File: src/hw/serial_pkg.sv
package serial_pkg;
    localparam logic [7:0] IDX_CONTROL = 8'h0d;
    localparam logic [7:0] IDX_STATUS  = 8'h0e;
    localparam logic [7:0] IDX_DATA    = 8'h0f;
    localparam logic [7:0] IDX_BUFFER  = 8'h10;
    localparam int CTL_SIE = 7;
    localparam int CTL_OIE = 6;
    localparam int CTL_WM  = 4;
    localparam int CTL_CS  = 2;
    localparam int CTL_CLK = 1;
    localparam int CTL_TC  = 0;
    localparam int ST_SIF  = 7;
    localparam int ST_OIF  = 6;
    localparam int ST_PF   = 5;
    localparam logic [1:0] WM_OFF      = 2'h0;
    localparam logic [1:0] WM_THREE    = 2'h1;
    localparam logic [1:0] WM_TWO_HOLD = 2'h3;
    localparam logic [1:0] CS_SOFT     = 2'h0;
    localparam logic [1:0] CS_TIMER    = 2'h1;
    localparam logic [1:0] CS_EXT_POS  = 2'h2;
    localparam logic [1:0] CS_EXT_NEG  = 2'h3;
    localparam logic [1:0] RESP_OKAY   = 2'h0;
    localparam logic [1:0] RESP_SLVERR = 2'h2;
    localparam logic [3:0] CNT_MAX     = 4'hf;
    localparam logic [7:0] DATA_RST    = 8'h00;
    localparam logic [3:0] CNT_RST     = 4'h0;
    localparam logic       PORT_RST    = 1'h1;
    localparam logic       PIN_IDLE    = 1'h1;
    typedef enum logic { WR_COLLECT, WR_RESP } wr_state_e;
    typedef struct packed {
        logic       sie;
        logic       oie;
        logic [1:0] wm;
        logic [1:0] cs;
        logic       soft_count;
    } ctrl_s;
    localparam ctrl_s CTRL_RST = 7'h00;
    typedef struct packed {
        logic clk_in;
        logic data_in;
    } pin_in_s;
    typedef struct packed {
        logic clk_dir;
        logic sda_dir;
        logic do_dir;
    } pin_dir_s;
    typedef struct packed {
        logic clk_o;
        logic clk_oe;
        logic sda_o;
        logic sda_oe;
        logic do_o;
        logic do_oe;
    } pin_out_s;
    function automatic logic reg_hit(input logic [7:0] addr, input logic [7:0] idx);
        reg_hit = (addr == {idx[5:0], 2'h0});
    endfunction
endpackage

File: src/hw/serial_shift_two_wire_unit.sv
// Chosen here: the AXI4-Lite register port.
`timescale 1ns/1ps
module serial_shift_two_wire_unit (
    // clock and reset
    input  wire logic               aclk,
    input  wire logic               aresetn,
    // axi4-lite write
    input  wire logic [7:0]         awaddr,
    input  wire logic               awvalid,
    output logic                    awready,
    input  wire logic [31:0]        wdata,
    input  wire logic [3:0]         wstrb,
    input  wire logic               wvalid,
    output logic                    wready,
    output logic [1:0]              bresp,
    output logic                    bvalid,
    input  wire logic               bready,
    // axi4-lite read
    input  wire logic [7:0]         araddr,
    input  wire logic               arvalid,
    output logic                    arready,
    output logic [31:0]             rdata,
    output logic [1:0]              rresp,
    output logic                    rvalid,
    input  wire logic               rready,
    // core side
    input  wire logic               timer_match,
    input  wire logic               global_irq_enable,
    output logic                    start_irq,
    output logic                    wrap_irq,
    // pins
    input  wire serial_pkg::pin_in_s  pins_in,
    input  wire serial_pkg::pin_dir_s pins_dir,
    output serial_pkg::pin_out_s      pins_out
);
    import serial_pkg::*;

    typedef struct packed {
        wr_state_e  wr;
        logic       aw_got;
        logic [7:0] aw_addr;
        logic       w_got;
        logic [7:0] w_data;
        logic       w_lane0;
        logic [1:0] bresp;
        logic       rvalid;
        logic [7:0] rdata;
        logic [1:0] rresp;
        ctrl_s      ctl;
        logic [7:0] data;
        logic [7:0] buffer;
        logic [3:0] cnt;
        logic       sif;
        logic       oif;
        logic       pf;
        logic       start_hold;
        logic       port_bit;
        logic       latch;
        logic       clk_s1;
        logic       clk_s2;
        logic       clk_s3;
        logic       dat_s1;
        logic       dat_s2;
        logic       dat_s3;
    } st_s;

    st_s s_q;
    st_s s_d;

    logic       two_wire;
    logic       clk_rise;
    logic       clk_fall;
    logic       dat_rise;
    logic       dat_fall;
    logic       start_cond;
    logic       stop_cond;
    logic       edge_start;
    logic       do_wr;
    logic       wr_ctl;
    logic       wr_status;
    logic       wr_data;
    logic       wr_map;
    logic       strobe_clk;
    logic       strobe_tc;
    logic       rd_take;
    logic       rd_buf;
    logic       shift_ev;
    logic       cnt_ev;
    logic       wrap;
    logic       transparent;
    logic       dout;
    logic       hold;
    logic       mismatch;
    logic [7:0] status_v;
    logic [7:0] control_v;
    logic [7:0] rd_v;
    logic       rd_map;

    // synchronised pin edges
    assign two_wire   = s_q.ctl.wm[1];
    assign clk_rise   = s_q.clk_s2 & ~s_q.clk_s3;
    assign clk_fall   = ~s_q.clk_s2 & s_q.clk_s3;
    assign dat_rise   = s_q.dat_s2 & ~s_q.dat_s3;
    assign dat_fall   = ~s_q.dat_s2 & s_q.dat_s3;
    assign start_cond = two_wire & dat_fall & s_q.clk_s2;
    assign stop_cond  = two_wire & dat_rise & s_q.clk_s2;
    assign edge_start = ~two_wire & s_q.ctl.cs[1] & ~s_q.ctl.soft_count
                      & (clk_rise | clk_fall);

    // register bus decode
    assign awready    = (s_q.wr == WR_COLLECT) & ~s_q.aw_got;
    assign wready     = (s_q.wr == WR_COLLECT) & ~s_q.w_got;
    assign bvalid     = (s_q.wr == WR_RESP);
    assign bresp      = s_q.bresp;
    assign arready    = ~s_q.rvalid;
    assign rvalid     = s_q.rvalid;
    assign rdata      = {24'h000000, s_q.rdata};
    assign rresp      = s_q.rresp;
    assign do_wr      = (s_q.wr == WR_COLLECT) & s_q.aw_got & s_q.w_got;
    assign wr_map     = reg_hit(s_q.aw_addr, IDX_CONTROL) | reg_hit(s_q.aw_addr, IDX_STATUS)
                      | reg_hit(s_q.aw_addr, IDX_DATA) | reg_hit(s_q.aw_addr, IDX_BUFFER);
    assign wr_ctl     = do_wr & s_q.w_lane0 & reg_hit(s_q.aw_addr, IDX_CONTROL);
    assign wr_status  = do_wr & s_q.w_lane0 & reg_hit(s_q.aw_addr, IDX_STATUS);
    assign wr_data    = do_wr & s_q.w_lane0 & reg_hit(s_q.aw_addr, IDX_DATA);
    assign strobe_clk = wr_ctl & s_q.w_data[CTL_CLK];
    assign strobe_tc  = wr_ctl & s_q.w_data[CTL_TC];
    assign rd_take    = arvalid & arready;
    assign rd_buf     = rd_take & reg_hit(araddr, IDX_BUFFER);

    // clock source selection
    always_comb begin
        shift_ev = 1'b0;
        cnt_ev   = 1'b0;
        case (s_q.ctl.cs)
            CS_SOFT: begin
                shift_ev = strobe_clk;
                cnt_ev   = strobe_clk;
            end
            CS_TIMER: begin
                shift_ev = timer_match;
                cnt_ev   = timer_match;
            end
            CS_EXT_POS: begin
                shift_ev = clk_rise;
                cnt_ev   = s_q.ctl.soft_count ? strobe_tc : (clk_rise | clk_fall);
            end
            default: begin
                shift_ev = clk_fall;
                cnt_ev   = s_q.ctl.soft_count ? strobe_tc : (clk_rise | clk_fall);
            end
        endcase
    end

    assign wrap = cnt_ev & ~wr_status & (s_q.cnt == CNT_MAX);

    // output latch, open half cycle with external clock
    assign transparent = ~s_q.ctl.cs[1] | (s_q.clk_s2 == s_q.ctl.cs[0]);
    assign dout        = transparent ? s_q.data[7] : s_q.latch;
    assign mismatch    = two_wire & (s_q.data[7] != s_q.dat_s2);
    assign hold        = two_wire & (s_q.start_hold
                       | ((s_q.ctl.wm == WM_TWO_HOLD) & s_q.oif));
    assign status_v    = {s_q.sif, s_q.oif, s_q.pf, mismatch, s_q.cnt};
    assign control_v   = {s_q.ctl.sie, s_q.ctl.oie, s_q.ctl.wm, s_q.ctl.cs, 2'h0};

    always_comb begin
        rd_map = 1'b1;
        if (reg_hit(araddr, IDX_CONTROL)) begin
            rd_v = control_v;
        end else if (reg_hit(araddr, IDX_STATUS)) begin
            rd_v = status_v;
        end else if (reg_hit(araddr, IDX_DATA)) begin
            rd_v = s_q.data;
        end else if (reg_hit(araddr, IDX_BUFFER)) begin
            rd_v = s_q.buffer;
        end else begin
            rd_v   = 8'h00;
            rd_map = 1'b0;
        end
    end

    // pin drivers, two-wire lines only pulled low
    always_comb begin
        pins_out = '0;
        pins_out.do_o = dout;
        pins_out.do_oe = (s_q.ctl.wm == WM_THREE) & pins_dir.do_dir;
        if (two_wire) begin
            pins_out.clk_o  = 1'b0;
            pins_out.clk_oe = hold | (pins_dir.clk_dir & ~s_q.port_bit);
            pins_out.sda_o  = 1'b0;
            pins_out.sda_oe = pins_dir.sda_dir & ~dout;
        end else if (s_q.ctl.wm == WM_THREE) begin
            pins_out.clk_o  = s_q.port_bit;
            pins_out.clk_oe = pins_dir.clk_dir;
        end
    end

    assign start_irq = s_q.sif & s_q.ctl.sie & global_irq_enable;
    assign wrap_irq  = s_q.oif & s_q.ctl.oie & global_irq_enable;

    always_comb begin
        s_d = s_q;
        s_d.clk_s1 = pins_in.clk_in;
        s_d.clk_s2 = s_q.clk_s1;
        s_d.clk_s3 = s_q.clk_s2;
        s_d.dat_s1 = pins_in.data_in;
        s_d.dat_s2 = s_q.dat_s1;
        s_d.dat_s3 = s_q.dat_s2;
        // write channel
        if (awvalid && awready) begin
            s_d.aw_got  = 1'b1;
            s_d.aw_addr = awaddr;
        end
        if (wvalid && wready) begin
            s_d.w_got   = 1'b1;
            s_d.w_data  = wdata[7:0];
            s_d.w_lane0 = wstrb[0];
        end
        case (s_q.wr)
            WR_COLLECT: begin
                if (do_wr) begin
                    s_d.wr     = WR_RESP;
                    s_d.aw_got = 1'b0;
                    s_d.w_got  = 1'b0;
                    s_d.bresp  = wr_map ? RESP_OKAY : RESP_SLVERR;
                end
            end
            default: begin
                if (bready) begin
                    s_d.wr = WR_COLLECT;
                end
            end
        endcase
        // read channel
        if (s_q.rvalid && rready) begin
            s_d.rvalid = 1'b0;
        end
        if (rd_take) begin
            s_d.rvalid = 1'b1;
            s_d.rdata  = rd_v;
            s_d.rresp  = rd_map ? RESP_OKAY : RESP_SLVERR;
        end
        // control
        if (wr_ctl) begin
            s_d.ctl.sie        = s_q.w_data[CTL_SIE];
            s_d.ctl.oie        = s_q.w_data[CTL_OIE];
            s_d.ctl.wm         = s_q.w_data[CTL_WM+1:CTL_WM];
            s_d.ctl.cs         = s_q.w_data[CTL_CS+1:CTL_CS];
            s_d.ctl.soft_count = s_q.w_data[CTL_CLK];
        end
        if (strobe_tc) begin
            s_d.port_bit = ~s_q.port_bit;
        end
        // shift register, write wins over shift; shifts left only, pin level in at bit 0, top bit out
        if (wr_data) begin
            s_d.data = s_q.w_data;
        end else if (shift_ev) begin
            s_d.data = {s_q.data[6:0], s_q.dat_s2};
        end
        if (transparent) begin
            s_d.latch = s_q.data[7];
        end
        // edge counter; software preload to 14 gives one-bit acknowledge
        if (wr_status) begin
            s_d.cnt = s_q.w_data[3:0];
        end else if (cnt_ev) begin
            s_d.cnt = s_q.cnt + 4'h1;
        end
        if (wrap) begin
            s_d.buffer = s_d.data;
        end
        // flags: set beats clear
        if ((wr_status && s_q.w_data[ST_OIF]) || rd_buf) begin
            s_d.oif = 1'b0;
        end
        if (wrap) begin
            s_d.oif = 1'b1;
        end
        if (wr_status && s_q.w_data[ST_SIF]) begin
            s_d.sif = 1'b0;
        end
        if (start_cond || edge_start) begin
            s_d.sif = 1'b1;
        end
        if (wr_status && s_q.w_data[ST_PF]) begin
            s_d.pf = 1'b0;
        end
        if (stop_cond) begin
            s_d.pf = 1'b1;
        end
        // clock stretch after start, released with the start flag
        if (!s_d.sif || !two_wire) begin
            s_d.start_hold = 1'b0;
        end else if (s_q.sif && clk_fall) begin
            s_d.start_hold = 1'b1;
        end
    end

    always_ff @(posedge aclk) begin
        if (!aresetn) begin
            s_q            <= '0;
            s_q.wr         <= WR_COLLECT;
            s_q.ctl        <= CTRL_RST;
            s_q.data       <= DATA_RST;
            s_q.buffer     <= DATA_RST;
            s_q.cnt        <= CNT_RST;
            s_q.port_bit   <= PORT_RST;
            // synchronisers start at the idle bus level, no false edge after reset
            s_q.clk_s1     <= PIN_IDLE;
            s_q.clk_s2     <= PIN_IDLE;
            s_q.clk_s3     <= PIN_IDLE;
            s_q.dat_s1     <= PIN_IDLE;
            s_q.dat_s2     <= PIN_IDLE;
            s_q.dat_s3     <= PIN_IDLE;
            s_q.bresp      <= RESP_OKAY;
            s_q.rresp      <= RESP_OKAY;
        end else begin
            s_q <= s_d;
        end
    end
endmodule

File: config.mk
export PLATFORM = sky130hd
export DESIGN_NAME = serial_shift_two_wire_unit
export DESIGN_NICKNAME = d
export VERILOG_FILES = /design/src/hw/serial_pkg.sv /design/src/hw/serial_shift_two_wire_unit.sv
export SDC_FILE = /design/constraint.sdc
export NUM_CORES = 1
export LEC_CHECK = 0
export BUFFER_PORTS_ARGS = -buffer_cell sky130_fd_sc_hd__buf_2
export CORE_MARGIN = 4
export CORE_UTILIZATION = 51
export CTS_CLUSTER_SIZE = 14
export DETAILED_ROUTE_END_ITERATION = 12
export PLACE_DENSITY = 0.8
export SLEW_MARGIN = 10
export SYNTH_ARGS = -nofsm -noshare
export SYNTH_HDL_FRONTEND = slang
export SYNTH_SLANG_ARGS = --single-unit
File: constraint.sdc
create_clock -name aclk -period 2.55 [get_ports aclk]
set_clock_uncertainty 0.15 [all_clocks]
set_input_delay 0.51 -clock aclk [delete_from_list [all_inputs] [get_ports aclk]]
set_output_delay 0.51 -clock aclk [all_outputs]
set_load 0.02 [all_outputs]
==> qor.txt <==
yosys synthesis warning count: 0
min Tclk post-route: 2.37 ns
Setup crit start: s_q[69]
CTS Hold Bufs: 0
Hold Crit Class: in -> reg
Setup crit end kind: flop
min-delay src: rready
# Post-CTS Setup Buffers: 0
share of layout cells above drive strength 1: 23.3%
Slew Viols, Final: 0
Die Wd: 91.3 µm
Starting DRT DRC Count: 239
Worst-path clk slew: 0.08 ns
WS Path Type: reg -> reg
Die ar.: 0.00834 mm²
RR Endpoint: s_q[16]
Layout area overhead: 12.8%
multi-input logic area: 0.00183 mm²
post-route ant nets: 0
Reg2Reg Launch Point: s_q[69]
Yosys cell types: 52
Critical Path, Cell by Cell: or3_4 -> or4_4 -> o21ai_4 -> nand2_1 -> a31oi_4 -> a31o_2
first-pass GRT wire length: 13.6 mm
Boundary Pins: 115
WL per Instance: 14.2 µm
Final Setup Violations: 0
Longest Clk Path Bufs: 2
Initial Util: 52.4%
FF-to-FF path depth: 6
Synth area leader: dfxtp_1
Slew HR: 53.8%
top post-synthesis cells by area: dfxtp_1 (40%), nand2_1 (9.6%), buf_4 (8.1%)
dpl hpwl: 5.84 mm
P per Cell Area: 607 mW/mm²
Cell Area, Synth: 0.00354 mm²
RSZ-0062 raised after global routing: no
Min-Delay Path Depth: 2
fin nets: 549
GR Overflow Total: 0
DR vias/cell: 5.53
Avg Synthesized Cell Area: 8.20 µm²
Worst Tran Pin Value: 0.693 ns
DRT Wirelength: 8.01 mm
async set or reset register ratio after synthesis: 0%
drt drc: 0
status: complete, no violations
leak pwr: 1.65 nW
core area: 0.00676 mm²
Filler cells: 597
I/O Buffers: 60
Data arrival, critical path: 2.52 ns
Post-synth EDFFs: 0
Final Hold Viols: 0
critical path's largest stage delay: 0.63 ns
Hold EP: rvalid
placed cells: 549
CP Data Required Time: 2.70 ns
htree depth: 3
Slowest cell on crit path: or4_4
Max Cap Viol: 0
Die H: 91.3 µm
most frequent cells in the layout: nand2_1 (91), dfxtp_1 (69), buf_2 (60)
n_diodes: 0
Root Driver: clkbuf_8
fin crit share: 92.9%
GPL Wtd Cong: 0.833
post-cts resize count: 0
setup TNS: 0 ns
largest net degree at the start of global routing: 26
Total GRT Usage: 20.0%
CP max FO: 9
area share of the largest cell type after synthesis: 39.6%
TritonCTS Buffers: 9
Storage cell area: 0.00140 mm²
Finished Layout Cells: 565
most common cell after layout, fill and taps aside: nand2_1
vias: 3,123
VDD IR-drop max: 0.359 mV
first drt pass iteration count: 5
row count: 30
CTS tree: built
type of origin of the critical path: flop
flops & latches, synth: 70
top_reg_cell synth: dfxtp_1
vias in the first global route: 2,918
flop2flop setup slack: 0.18 ns
Post-Synthesis Cells: 432
sequential share of the synthesized area: 39.6%
initial antenna violation count: 0
Worst-Skew Late Latency: 0.35 ns
clk sinks: 70
fmax: 422 MHz
area by class of cell:
class / instances / share of cell area (%)
clock buffer: 9 / 3.10
clock inverter: 7 / 2.60
inverter: 8 / 0.752
multi-input combinational: 320 / 45.7
sequential: 70 / 35.1
tap: 80 / 2.51
timing repair buffer: 71 / 10.2
report_power, final:
| group | switching [mW] | internal [mW] | total, mW |
|---|---|---|---|
| combinational | 0.161 | 0.0832 | 0.245 |
| clock | 0.452 | 0.564 | 1.02 |
| sequential | 0.0345 | 1.13 | 1.16 |
state kept, by name (all words and copies together) (netlist names):
register	count
s_q	48
rvalid	1
rresp	1
rdata	8
bvalid	1
bresp	1
control_v	6
s_d	4
metal layers:
metal	wire [µm]	GRT usage, %	vias up
met3	612	5.63	10
met1	3430	24.4	1446
met5	0	0	-
met2	3920	34.9	138
li1	-	-	1529
met4	50	4.65	0
worst max-delay path by stage:
stage | end | slack [ns] | cells after the start
2_1_floorplan | s_q[14] | 0.24 | 7
3_3_place_gp | s_q[17] | 0.23 | 6
3_5_place_dp | s_q[20] | 0.16 | 6
4_1_cts | pins_out[2] | 0.12 | 5
5_1_grt | s_q[15] | 0.07 | 6
6_report | s_q[16] | 0.18 | 6
worst max-delay path, delay by kind of cell (launching register included):
family           cells  cell delay [ns]
AO/OA/AOI/OAI        3             0.69
flip-flops           1             0.31
AND/OR/NAND/NOR      3             1.18
cell usage after synthesis (all sizes together), types with 6 or more instances:
master / n
nand3: 6
nor2: 28
a221oi: 6
a31o: 8
clkbuf: 17
mux2i: 9
nand2b: 7
a31oi: 10
buf: 43
nand2: 91
a21oi: 45
a211oi: 8
inv: 8
o21ai: 20
dfxtp: 70
through the flow:
| stage | utilization [%] | setup WS (ns) | cell area (µm²) | power [mW] | hold slack [ns] |
|---|---|---|---|---|---|
| floorplan | - | 0.240 | 3640 | 1.40 | 0.236 |
| global placement | 55.7 | 0.233 | 3760 | 1.42 | 0.245 |
| detailed placement | 55.7 | 0.161 | 3760 | 1.43 | 0.248 |
| CTS | 59.1 | 0.122 | 3990 | 2.44 | 0.179 |
| global route | 59.1 | 0.0696 | 3990 | 2.53 | 0.179 |
| finish | 59.1 | 0.180 | 3990 | 2.43 | 0.191 |
kinds of logic (layout without fill, tap and decap cells):
| logic type | Yosys count | in the layout | synth area share, % |
|---|---|---|---|
| and+or+nand+nor | 168 | 168 | 22.8 |
| AOI/OAI and AO/OA | 109 | 109 | 21.1 |
| DFF | 70 | 70 | 39.6 |
| buffers and inverters | 68 | 95 | 11.7 |
| muxes | 10 | 10 | 2.86 |
| adders and majority gates | 3 | 3 | 1.06 |
| xor gates and xnor gates | 3 | 3 | 0.742 |
| other | 1 | 27 | 0.106 |
Note: power is estimated with default switching activity, not from simulation.
